[config.mk]
export PLATFORM = sky130hd
export DESIGN_NAME = aux_step_bank
export DESIGN_NICKNAME = d
export VERILOG_FILES = /design/src/verilog/aux_pkg.sv /design/src/verilog/aux_step_reg.sv /design/src/verilog/aux_step_bank.sv
export VERILOG_INCLUDE_DIRS = /design/src /design/src/verilog
export SDC_FILE = /design/constraint.sdc
export NUM_CORES = 1
export LEC_CHECK = 0
export BUFFER_PORTS_ARGS = -buffer_cell sky130_fd_sc_hd__clkbuf_2
export CAP_MARGIN = 40
export CORE_MARGIN = 1.5
export CORE_UTILIZATION = 55
export CTS_BUF_LIST = sky130_fd_sc_hd__clkbuf_4
export DETAILED_ROUTE_END_ITERATION = 10
export GPL_TIMING_DRIVEN = 0
export PLACE_DENSITY = 0.87
export SYNTH_ARGS = -nofsm -noshare
export SYNTH_HDL_FRONTEND = slang
export SYNTH_SLANG_ARGS = --single-unit
[constraint.sdc]
create_clock -name mclk -period 2.4 [get_ports mclk]
set_input_delay 0.48 -clock mclk [delete_from_list [all_inputs] [get_ports mclk]]
set_output_delay 0.48 -clock mclk [all_outputs]
set_load 0.005 [all_outputs]
[src/verilog/aux_consts.svh]
// Purpose: Offsets, field positions, reset values and codes for the step config bank
// Assumes: 8-bit register address, 16-bit register data
// Notes: Included by the bank and its package users
`ifndef AUX_CONSTS_SVH
`define AUX_CONSTS_SVH

// ----------------------------------------
// Register offsets
// ----------------------------------------
`define AUX_STEP13_ADDR 8'hDD
`define AUX_STEP14_ADDR 8'hDE

// ----------------------------------------
// Reset values
// ----------------------------------------
`define AUX_STEP13_RESET 16'h000D
`define AUX_STEP14_RESET 16'h000E

// ----------------------------------------
// Field positions and codes
// ----------------------------------------
`define AUX_EN_BIT 15
`define AUX_GAIN_HI 14
`define AUX_GAIN_LO 13
`define AUX_NEG_BIT 4
`define AUX_POS_HI 3
`define AUX_POS_LO 0
`define AUX_WMASK 16'hE01F
`define AUX_POS_INTERNAL 4'h8
`define AUX_GAIN_CODE_X2 2'h1
`define AUX_STEP_NUM 4'hD
`define AUX_STEP_NEXT 4'hE

`endif

[src/verilog/aux_pkg.sv]
// Purpose: Types shared by the step config bank
// Assumes: Constants come from aux_consts.svh
// Notes: Types only
package aux_pkg;

    // Decoded gain applied to the converter
    typedef enum logic [1:0] {
        AUX_GAIN_X1 = 2'h0,
        AUX_GAIN_X2 = 2'h1,
        AUX_GAIN_X4 = 2'h3
    } aux_gain_e;

    // Negative input source
    typedef enum logic [1:0] {
        AUX_NEG_GROUND = 2'h0,
        AUX_NEG_INPUT7 = 2'h1,
        AUX_NEG_AUTO = 2'h3
    } aux_neg_e;

    // Fields of one step configuration word
    typedef struct packed {
        logic enable;
        logic [1:0] gain;
        logic neg_sel;
        logic [3:0] pos_sel;
    } aux_step_s;

    // Routing handed to the converter front end
    typedef struct packed {
        logic convert;
        aux_gain_e gain;
        aux_neg_e neg_src;
        logic [3:0] pos_src;
        logic internal;
    } aux_route_s;

endpackage

[src/verilog/aux_step_reg.sv]
// Purpose: One step configuration register with masked write and readback
// Assumes: Same clock as the bus; reset value given by parameter
// Notes: Reserved bits 12:5 are not stored and read as zero
`timescale 1ns/1ps
`default_nettype none
`include "aux_consts.svh"

module aux_step_reg import aux_pkg::*; #(
    parameter logic [15:0] RESET_VAL = `AUX_STEP13_RESET
) (
    input wire logic mclk, // Clock
    input wire logic rstn, // Async reset, low
    input wire logic wr_en, // Write this register
    input wire logic [15:0] wdata, // Write data
    output logic [15:0] value // Stored value
);

    logic [15:0] val_q;
    logic [15:0] val_d;

    // Next value: only writable bits take write data
    always_comb begin
        val_d = val_q;
        if (wr_en) begin
            val_d = wdata & `AUX_WMASK;
        end
    end

    // Register the value
    always_ff @(posedge mclk or negedge rstn) begin
        if (!rstn) begin
            val_q <= RESET_VAL;
        end else begin
            val_q <= val_d;
        end
    end

    assign value = val_q;

endmodule // aux_step_reg

`default_nettype wire

[src/verilog/aux_step_bank.sv]
// Purpose: Step 13 and 14 configuration bank of the secondary converter B
// Assumes: Plain register port, read data one cycle after the strobe
// Notes: Sequencer asks for a step by number and gets the routing back
`timescale 1ns/1ps
`default_nettype none
`include "aux_consts.svh"

module aux_step_bank import aux_pkg::*; (
    input wire logic mclk, // Clock, 10 MHz
    input wire logic rstn, // Async reset, low
    input wire logic [7:0] reg_addr, // Register address
    input wire logic [15:0] reg_wdata, // Write data
    input wire logic reg_wr, // Write strobe
    input wire logic reg_rd, // Read strobe
    output logic [15:0] reg_rdata, // Read data, cycle after strobe
    input wire logic seq_req, // Sequencer asks for a step
    input wire logic [3:0] seq_step, // Step number asked for
    output aux_route_s route, // Routing for the step
    output logic route_valid, // Routing valid pulse
    output logic step_skip // Step disabled, skip it
);

    // ----------------------------------------
    // Register storage
    // ----------------------------------------
    localparam int NSTEP = 2;
    localparam logic [7:0] STEP_ADDR [NSTEP] = '{`AUX_STEP13_ADDR, `AUX_STEP14_ADDR};
    localparam logic [15:0] STEP_RST [NSTEP] = '{`AUX_STEP13_RESET, `AUX_STEP14_RESET};

    logic [15:0] step_val [NSTEP];
    logic [NSTEP-1:0] step_wr;
    logic [15:0] s13_val;
    logic [15:0] s14_val;

    // One register per step, each with its own write decode
    for (genvar gi = 0; gi < NSTEP; gi++) begin : g_step
        assign step_wr[gi] = reg_wr && (reg_addr == STEP_ADDR[gi]);
        aux_step_reg #(.RESET_VAL(STEP_RST[gi])) u_reg (
            .mclk(mclk),
            .rstn(rstn),
            .wr_en(step_wr[gi]),
            .wdata(reg_wdata),
            .value(step_val[gi])
        );
    end

    // Named views for the decode below and for the checks
    assign s13_val = step_val[0];
    assign s14_val = step_val[1];

    // ----------------------------------------
    // Read port
    // ----------------------------------------
    logic [15:0] rdata_q;
    logic [15:0] rdata_d;

    // Unmapped addresses read zero, so software sees no stale data
    always_comb begin
        rdata_d = 16'h0000;
        if (reg_rd) begin
            case (reg_addr)
                `AUX_STEP13_ADDR: rdata_d = s13_val;
                `AUX_STEP14_ADDR: rdata_d = s14_val;
                default: rdata_d = 16'h0000;
            endcase
        end
    end

    // Registered so read data stand exactly one cycle
    always_ff @(posedge mclk or negedge rstn) begin
        if (!rstn) begin
            rdata_q <= 16'h0000;
        end else begin
            rdata_q <= rdata_d;
        end
    end

    assign reg_rdata = rdata_q;

    // ----------------------------------------
    // Register port checks
    // ----------------------------------------
    logic foreign_addr;

    // Reads and writes outside the two steps must leave no trace
    assign foreign_addr = (reg_addr != `AUX_STEP13_ADDR) && (reg_addr != `AUX_STEP14_ADDR);

    // ----------------------------------------
    // Field decode into converter routing
    // ----------------------------------------
    aux_step_s cfg;
    aux_route_s route_d;
    aux_route_s route_q;
    logic valid_d;
    logic valid_q;
    logic skip_d;
    logic skip_q;
    logic hit;

    // Select the step word asked for; other steps belong elsewhere
    always_comb begin
        hit = 1'b0;
        cfg = '0;
        if (seq_step == `AUX_STEP_NUM) begin
            hit = 1'b1;
            cfg = {s13_val[15:13], s13_val[4:0]};
        end else if (seq_step == `AUX_STEP_NEXT) begin
            hit = 1'b1;
            cfg = {s14_val[15:13], s14_val[4:0]};
        end
    end

    // Decode fields; a disabled step drives no conversion
    always_comb begin
        route_d = route_q;
        valid_d = 1'b0;
        skip_d = 1'b0;
        if (seq_req && hit) begin
            if (!cfg.enable) begin
                skip_d = 1'b1;
                route_d.convert = 1'b0;
            end else begin
                valid_d = 1'b1;
                route_d.convert = 1'b1;
                case (cfg.gain)
                    2'h0: route_d.gain = AUX_GAIN_X1;
                    `AUX_GAIN_CODE_X2: route_d.gain = AUX_GAIN_X2;
                    default: route_d.gain = AUX_GAIN_X4;
                endcase
                route_d.pos_src = cfg.pos_sel;
                route_d.internal = cfg.pos_sel[3];
                if (cfg.pos_sel >= `AUX_POS_INTERNAL) begin
                    route_d.neg_src = AUX_NEG_AUTO;
                end else if (cfg.neg_sel) begin
                    route_d.neg_src = AUX_NEG_INPUT7;
                end else begin
                    route_d.neg_src = AUX_NEG_GROUND;
                end
            end
        end
    end

    // Register routing and the two answer pulses
    always_ff @(posedge mclk or negedge rstn) begin
        if (!rstn) begin
            route_q <= '{convert: 1'b0, gain: AUX_GAIN_X1, neg_src: AUX_NEG_GROUND,
                         pos_src: 4'h0, internal: 1'b0};
            valid_q <= 1'b0;
            skip_q <= 1'b0;
        end else begin
            route_q <= route_d;
            valid_q <= valid_d;
            skip_q <= skip_d;
        end
    end

    assign route = route_q;
    assign route_valid = valid_q;
    assign step_skip = skip_q;

    // Request kinds for the checks
    logic req13_on;
    logic req14_on;
    logic req_foreign;
    assign req13_on = seq_req && (seq_step == `AUX_STEP_NUM) && s13_val[`AUX_EN_BIT];
    assign req14_on = seq_req && (seq_step == `AUX_STEP_NEXT) && s14_val[`AUX_EN_BIT];
    assign req_foreign = seq_req && (seq_step != `AUX_STEP_NUM) && (seq_step != `AUX_STEP_NEXT);
endmodule // aux_step_bank

`default_nettype wire

==> results of run 1 <==
-- metal layers --
layer / part of all wire (%) / routed length (µm)
met1: 40 / 1350
met2: 51 / 1700
met3: 5.6 / 187
met4: 3.9 / 130
met5: 0 / 0
-- layout by cell type, fill, tap and decap left out, types with 2 or more instances in the layout --
cell type,Yosys,layout
sky130_fd_sc_hd__clkbuf_2,0,44
sky130_fd_sc_hd__dfrtp_1,28,28
sky130_fd_sc_hd__mux2_4,15,15
sky130_fd_sc_hd__nor2_1,13,13
sky130_fd_sc_hd__nand3b_1,12,12
sky130_fd_sc_hd__buf_4,10,10
sky130_fd_sc_hd__a22oi_1,8,8
sky130_fd_sc_hd__mux2_2,8,8
sky130_fd_sc_hd__conb_1,1,8
sky130_fd_sc_hd__dfstp_2,6,6
sky130_fd_sc_hd__a21oi_1,5,5
sky130_fd_sc_hd__clkbuf_4,0,5
sky130_fd_sc_hd__nand3_1,3,3
sky130_fd_sc_hd__clkbuf_1,3,3
sky130_fd_sc_hd__nor2b_1,2,2
sky130_fd_sc_hd__buf_1,2,2
sky130_fd_sc_hd__nand2b_1,2,2
sky130_fd_sc_hd__nand2_1,2,2
sky130_fd_sc_hd__a21o_1,2,2
sky130_fd_sc_hd__o22ai_1,2,2
sky130_fd_sc_hd__clkinv_2,0,2
-- power breakdown --
| group | internal, mW | leakage [nW] | switching, mW |
|---|---|---|---|
| Combinational | 0.0520 | 0.524 | 0.0549 |
| Clock | 0.216 | 0.0450 | 0.200 |
| Sequential | 0.591 | 0.451 | 0.0132 |
-- registers in the layout, indices dropped and copies added (netlist names) --
name / cells
route: 8
g_step.u_reg.value: 16
reg_rdata: 8
route_valid: 1
step_skip: 1
-- through the flow --
step           worst slack (ns)  instance area (µm²)  utilization, %  cells  hold slack [ns]
3_3_place_gp              0.462                 1960            69.3    212            0.463
2_1_floorplan             0.700                 1700               -    137            0.184
6_report                  0.771                 2040            72.0    220            0.189
5_1_grt                   0.688                 2040            72.0    220            0.283
3_5_place_dp              0.446                 1960            69.3    212            0.469
4_1_cts                   0.758                 2040            72.0    220            0.221
-- cell usage after synthesis (all sizes together) --
cell type and number:
a221oi 1, a21o 2, nand2 2, nor2 13
nand3 3, nor4 1, o22ai 2, nand3b 12
dfrtp 28, or2 1, conb 1, a21oi 5
a22oi 8, inv 1, buf 12, dfstp 6
nor4b 1, nand4b 1, mux2 23, clkbuf 3
nand2b 2, nor2b 2
-- layout make-up --
class / instances / area (µm²)
buffer: 15 / 93.8
clock buffer: 5 / 37.5
clock inverter: 3 / 40.0
fill: 211 / 791
inverter: 1 / 3.75
multi-input combinational: 87 / 746
sequential: 34 / 858
tap: 31 / 38.8
timing repair buffer: 44 / 220
-- kinds of logic after synthesis --
family	Yosys count	share of synthesized area, %
compound gates	18	8.29
buf+inv	16	5.83
simple gates	38	15.6
flops	34	51.2
other cells	1	0.224
mux	23	18.8
-- worst paths after layout --
| check | from | to | slack (ns) | cells after the start |
|---|---|---|---|---|
| max reg2reg | g_step[1].u_reg.value[15] | route[8] | 0.77 | 3 |
| min reg2reg | route[9] | route[9] | 0.49 | 1 |
| min in group mclk | reg_wdata[13] | g_step[1].u_reg.value[13] | 0.36 | 2 |
| max | g_step[1].u_reg.value[15] | route[8] | 0.77 | 3 |
| min | rstn | g_step[0].u_reg.value[15] | 0.19 | 1 |
| max in group asynchronous | rstn | route[3] | 1.70 | 1 |
==> Implementation_results.wiki, run 1 <==
{| class="wikitable"
! Metric !! Value
|-
| Outcome || complete, but fails checks
|-
| Violations in the final reports || DRC
|-
| Busiest layer in global routing || met2
|-
| DRC viols || 3
|-
| Router iterations before antenna repair || 7
|-
| Worst hold path class || input pin to asynchronous set/reset pin
|-
| Final period utilization || 67.9%
|-
| Core Footprint || 0.00283 mm²
|-
| CTS tree || yes
|-
| Warning count from the yosys run || 0
|-
| Placement row count || 19
|-
| Cell type with the largest total area after synthesis || sky130_fd_sc_hd__dfrtp_1
|-
| Post-Route WL || 3.37 mm
|-
| Final weighted congestion in routability-driven placement || 0.831
|-
| Critical-path cell with the highest stage delay || sky130_fd_sc_hd__a221oi_4
|-
| Initial antenna violation count || 0
|-
| Number of gates resized after cts || 0
|-
| Cell-by-cell trace of the critical path || nand3b_1, a221oi_4, mux2_4
|-
| Maximum buffer depth of the clock tree || 2
|-
| Number of buffers added on ports || 44
|-
| Vias in the first global route || 1214
|-
| Pin count of the biggest net entering global routing || 35
|-
| Hold_buf cts || 0
|-
| Combined area of all synthesized cells || 0.00168 mm²
|-
| Startpoint class of the critical path || flop
|-
| Max IR drop VDD || 440 µV
|-
| Top achievable clock speed || 614 MHz
|-
| Required arrival time at the worst endpoint || 2.64 ns
|-
| Diodes inserted || 0
|-
| CTS Root Buffer Type || sky130_fd_sc_hd__clkbuf_4
|-
| Total number of clock tree sinks || 34
|-
| Starting density of the core || 59.2%
|-
| Post-detailed-placement half-perimeter wirelength || 2.49 mm
|-
| Total number of vias || 1209
|-
| Unrepaired setup endpoints after global routing || false
|-
| All-layer global routing usage || 22.4%
|-
| Final antenna-violating net count || 0
|-
| Highest fanout seen on the critical path || 9
|-
| Met2 track demand over resource in global routing || 35.2%
|-
| Sequential element share of the synthesized area || 51.2%
|-
| GR Util met3 || 4.91%
|-
| I/O pin cnt || 61
|-
| Met1 routing resource usage after global routing || 26.5%
|-
| Critical path class || flop to flop
|-
| Worst path max stage delay || 0.60 ns
|-
| Layout cell share with drive strength beyond 1 || 51.3%
|-
| Critical Path AT || 1.87 ns
|-
| Power per Cell Area || 552 mW/mm²
|-
| Clock insertion delay at the later pin of the skew report || 0.36 ns
|-
| Number of levels in the clock H-tree || 2
|-
| Maximum capacitance violations || 0
|-
| Average detailed-routed wire length per instance || 15.3 µm
|-
| # nets final || 221
|-
| Die area || 0.00339 mm²
|-
| Syn avg cell area || 12.9 µm²
|-
| # setup viols final || 0
|-
| Width of the chip || 58.2 µm
|-
| Syn Inst Count || 130
|-
| Wire length of the first global-routing pass || 5.49 mm
|-
| Accumulated negative setup slack || 0 ns
|-
| Tightest slew margin relative to the limit || 44.8%
|-
| Detailed Route Iter0 Violations || 59
|-
| Top cells by area in the synthesized netlist || sky130_fd_sc_hd__dfrtp_1 (42%), sky130_fd_sc_hd__mux2_4 (13%), sky130_fd_sc_hd__dfstp_2 (9.4%)
|-
| Proportion of netlist area held by the largest area contributor || 41.8%
|-
| P_leak || 1.02 nW
|-
| Total grt overflow || 0
|-
| FF+latch count, synth || 34
|-
| Number of distinct library cells after synthesis || 24
|-
| Transition time at the pin with the least slew margin || 0.822 ns
|-
| Area Overhead vs Synth || 21.7%
|-
| Kind of end point of the critical path || flop
|-
| Hold violation count in the final report || 0
|-
| Clock input transition at the sequential cells of the worst setup and hold paths || 0.11 ns
|-
| Via density || 5.50
|-
| Period minus WS final || 1.63 ns
|-
| Final Skew || 0.0109 ns
|-
| Total count of max-transition violations in the final report || 0
|-
| Buffers and inverters on the worst path || 0
|-
| Worst path top cell family by delay || compound AO/OA/AOI/OAI gates
|-
| Total power draw || 1.13 mW
|-
| Number of setup buffers added after CTS || 0
|-
| TritonCTS buffer count || 5
|-
| Die extent in y || 58.2 µm
|}
Power figures use the tool's default switching activity.
==> run 2, diff against run 1 <==
--- a/config.mk
+++ b/config.mk
@@ -9,11 +9,11 @@
 export BUFFER_PORTS_ARGS = -buffer_cell sky130_fd_sc_hd__clkbuf_2
 export CAP_MARGIN = 40
 export CORE_MARGIN = 1.5
-export CORE_UTILIZATION = 55
+export CORE_UTILIZATION = 46
 export CTS_BUF_LIST = sky130_fd_sc_hd__clkbuf_4
 export DETAILED_ROUTE_END_ITERATION = 10
 export GPL_TIMING_DRIVEN = 0
-export PLACE_DENSITY = 0.87
+export PLACE_DENSITY = 0.78
 export SYNTH_ARGS = -nofsm -noshare
 export SYNTH_HDL_FRONTEND = slang
 export SYNTH_SLANG_ARGS = --single-unit
==> constraint.sdc (replaced) <==
create_clock -name mclk -period 1.38 [get_ports mclk]
set_input_delay 0.276 -clock mclk [delete_from_list [all_inputs] [get_ports mclk]]
set_output_delay 0.276 -clock mclk [all_outputs]
set_load 0.005 [all_outputs]
==> Implementation_results.wiki, run 2 (same netlist as run 1, synthesis figures left out) <==
{| class="wikitable"
! Metric !! Value
|-
| Clock share of power || 36.5% (was 36.9%)
|-
| Worst hold margin || -0.00797 ns (was 0.189 ns)
|-
| Placement row count || 21 (was 19)
|-
| Startpoint class of the critical path || flop (unchanged)
|-
| Worst R2R End || route[3] (was route[8])
|-
| Total number of clock tree sinks || 34 (unchanged)
|-
| Final weighted congestion in routability-driven placement || 0.819 (was 0.831)
|-
| Via density || 5.08 (was 5.50)
|-
| Buffers and inverters on the worst path || 1 (was 0)
|-
| Diodes inserted || 0 (unchanged)
|-
| Die extent in y || 63.4 µm (was 58.2 µm)
|-
| Fraction of the core area covered by cells at the end of the flow || 63.9% (was 72.0%)
|-
| Layout cell share with drive strength beyond 1 || 54.8% (was 51.3%)
|-
| R2R cell count || 4 (was 3)
|-
| Number of buffers added on ports || 44 (unchanged)
|-
| Critical-path cell with the highest stage delay || sky130_fd_sc_hd__dfrtp_1 (was sky130_fd_sc_hd__a221oi_4)
|-
| Final Skew || 0.0175 ns (was 0.0109 ns)
|-
| Vias in the first global route || 1281 (was 1214)
|-
| Layout fillers || 273 (was 211)
|-
| DRC viols || 0 (was 3)
|-
| # setup viols final || 7 (was 0)
|-
| Cell-by-cell trace of the critical path || nand3b_1, a221oi_4, buf_12, mux2_4 (was nand3b_1, a221oi_4, mux2_4)
|-
| Total count of max-transition violations in the final report || 0 (unchanged)
|-
| Worst path top cell family by delay || flip-flops (was compound AO/OA/AOI/OAI gates)
|-
| Post-Route WL || 3.52 mm (was 3.37 mm)
|-
| Period minus WS final || 1.47 ns (was 1.63 ns)
|-
| Internal power || 1.50 mW (was 0.858 mW)
|-
| Unrepaired setup endpoints after global routing || true (was false)
|-
| Number of levels in the clock H-tree || 2 (unchanged)
|-
| Hold_buf cts || 0 (unchanged)
|-
| All-layer global routing usage || 19.4% (was 22.4%)
|-
| Clock insertion delay at the later pin of the skew report || 0.35 ns (was 0.36 ns)
|-
| Power per Cell Area || 904 mW/mm² (was 552 mW/mm²)
|-
| Highest fanout seen on the critical path || 8 (was 9)
|-
| Total number of vias || 1245 (was 1209)
|-
| Violations in the final reports || hold timing, setup timing (was DRC)
|-
| Post-route insts no fill || 245 (was 220)
|-
| Total grt overflow || 0 (unchanged)
|-
| Kind of end point of the critical path || flop (unchanged)
|-
| Clock input transition at the sequential cells of the worst setup and hold paths || 0.11 ns (about the same)
|-
| Width of the chip || 63.4 µm (was 58.2 µm)
|-
| Final antenna-violating net count || 0 (unchanged)
|-
| Final cell area excluding filler cells || 0.00218 mm² (was 0.00204 mm²)
|-
| Net switching fraction of the power || 23.7% (was 23.8%)
|-
| Total power draw || 1.97 mW (was 1.13 mW)
|-
| CTS tree || yes (unchanged)
|-
| Placed instance count || 227 (was 212)
|-
| # nets final || 231 (was 221)
|-
| Number of gates resized after cts || 0 (unchanged)
|-
| Worst hold path class || input pin to asynchronous set/reset pin (unchanged)
|-
| Accumulated negative setup slack || -0.512 ns (was 0 ns)
|-
| Final period utilization || 106% (was 67.9%)
|-
| Area Overhead vs Synth || 30.3% (was 21.7%)
|-
| Most common cell after layout, fill and taps aside || sky130_fd_sc_hd__clkbuf_2 (unchanged)
|-
| CTS Root Buffer Type || sky130_fd_sc_hd__clkbuf_4 (unchanged)
|-
| I/O pin cnt || 61 (unchanged)
|-
| Launch point of the worst reg-to-reg path || g_step[1].u_reg.value[15] (unchanged)
|-
| Detailed Route Iter0 Violations || 51 (was 59)
|-
| Die area || 0.00401 mm² (was 0.00339 mm²)
|-
| Transition time at the pin with the least slew margin || 0.818 ns (was 0.822 ns)
|-
| Post-detailed-placement half-perimeter wirelength || 2.51 mm (was 2.49 mm)
|-
| TritonCTS buffer count || 5 (unchanged)
|-
| PnR worst setup slack || -0.0887 ns (was 0.771 ns)
|-
| P_leak || 1.09 nW (was 1.02 nW)
|-
| Pin count of the biggest net entering global routing || 35 (unchanged)
|-
| Router iterations before antenna repair || 4 (was 7)
|-
| Top achievable clock speed || 681 MHz (was 614 MHz)
|-
| Starting density of the core || 49.0% (was 59.2%)
|-
| Initial antenna violation count || 0 (unchanged)
|-
| Worst path max stage delay || 0.37 ns (was 0.60 ns)
|-
| Required arrival time at the worst endpoint || 1.61 ns (was 2.64 ns)
|-
| Most frequent cells in the layout || sky130_fd_sc_hd__clkbuf_2 (44), sky130_fd_sc_hd__dfrtp_1 (28), sky130_fd_sc_hd__mux2_4 (18), sky130_fd_sc_hd__buf_4 (18), sky130_fd_sc_hd__nor2_1 (13) (was sky130_fd_sc_hd__clkbuf_2 (44), sky130_fd_sc_hd__dfrtp_1 (28), sky130_fd_sc_hd__mux2_4 (15))
|-
| Proportion of power drawn by flip-flops and latches || 53.2% (was 53.6%)
|-
| Max IR drop VDD || 612 µV (was 440 µV)
|-
| Critical path class || flop to flop (unchanged)
|-
| Maximum capacitance violations || 0 (unchanged)
|-
| Largest register FFs || 16 (unchanged)
|-
| Flop2flop setup slack || -0.09 ns (was 0.77 ns)
|-
| Tightest slew margin relative to the limit || 45.5% (was 44.8%)
|-
| Critical Path AT || 1.70 ns (was 1.87 ns)
|-
| Wire length of the first global-routing pass || 6.00 mm (was 5.49 mm)
|-
| Average detailed-routed wire length per instance || 14.4 µm (was 15.3 µm)
|-
| Share of power burned in combinational logic || 10.3% (was 9.5%)
|-
| Switching power of the nets || 0.468 mW (was 0.268 mW)
|-
| Maximum buffer depth of the clock tree || 2 (unchanged)
|-
| Outcome || complete, but fails checks (unchanged)
|-
| Hold violation count in the final report || 11 (was 0)
|-
| DP Area || 0.00201 mm² (was 0.00196 mm²)
|-
| Core Footprint || 0.00342 mm² (was 0.00283 mm²)
|-
| Pre-CTS setup slack || -0.389 ns (was 0.446 ns)
|}
## run 2: how the worst max path moves through the flow
stage / start / to / slack [ns] / cells after the start
after global placement: reg_addr[5] / g_step[0].u_reg.value[13] / -0.36 / 4
after CTS: g_step[0].u_reg.value[15] / route[3] / -0.05 / 4
after floorplan: reg_addr[5] / g_step[1].u_reg.value[0] / -0.12 / 3
after global routing: g_step[1].u_reg.value[15] / route[3] / -0.13 / 4
final: g_step[1].u_reg.value[15] / route[3] / -0.09 / 4
after detailed placement: reg_addr[5] / g_step[0].u_reg.value[13] / -0.39 / 4
## run 2: layer usage
metal / vias up / track usage, % / part of all wire, %
li1: 582 / - / -
met1: 613 / 23.3 / 43
met2: 41 / 33.0 / 50
met3: 9 / 4.64 / 5.5
met4: 0 / 8.42 / 2.0
met5: - / 0 / 0
## run 2: worst reg2reg max path, cell delays in order, from the launching register on
cell,delay [ns]
sky130_fd_sc_hd__dfrtp_1,0.37
sky130_fd_sc_hd__nand3b_1,0.15
sky130_fd_sc_hd__a221oi_4,0.34
sky130_fd_sc_hd__buf_12,0.18
sky130_fd_sc_hd__mux2_4,0.31
## run 2: final cells by class
| cell class | instances | area, µm² | share of cell area [%] |
|---|---|---|---|
| Sequential cell | 34 | 858 | 39.3 |
| Multi-Input combinational cell | 87 | 772 | 35.4 |
| Inverter | 1 | 3.75 | 0.172 |
| Buffer | 15 | 93.8 | 4.30 |
| Tap cell | 46 | 57.6 | 2.64 |
| Timing Repair Buffer | 54 | 320 | 14.7 |
| Clock buffer | 5 | 37.5 | 1.72 |
| Clock inverter | 3 | 40.0 | 1.83 |
## run 2: power by group through the flow
stage                     sequential, mW  clock [mW]  combinational [mW]
after global placement              1.07           0               0.186
after floorplan                     1.06           0               0.110
after global routing                1.05       0.775               0.224
after detailed placement            1.07           0               0.194
final                               1.05       0.721               0.203
after CTS                           1.05       0.733               0.200
## run 2: repair_timing
| action | in CTS | in global routing |
|---|---|---|
| setup endpoints to repair | 11 | 7 |
| buffers inserted | 8 | 2 |
| pin swaps | 3 | 1 |
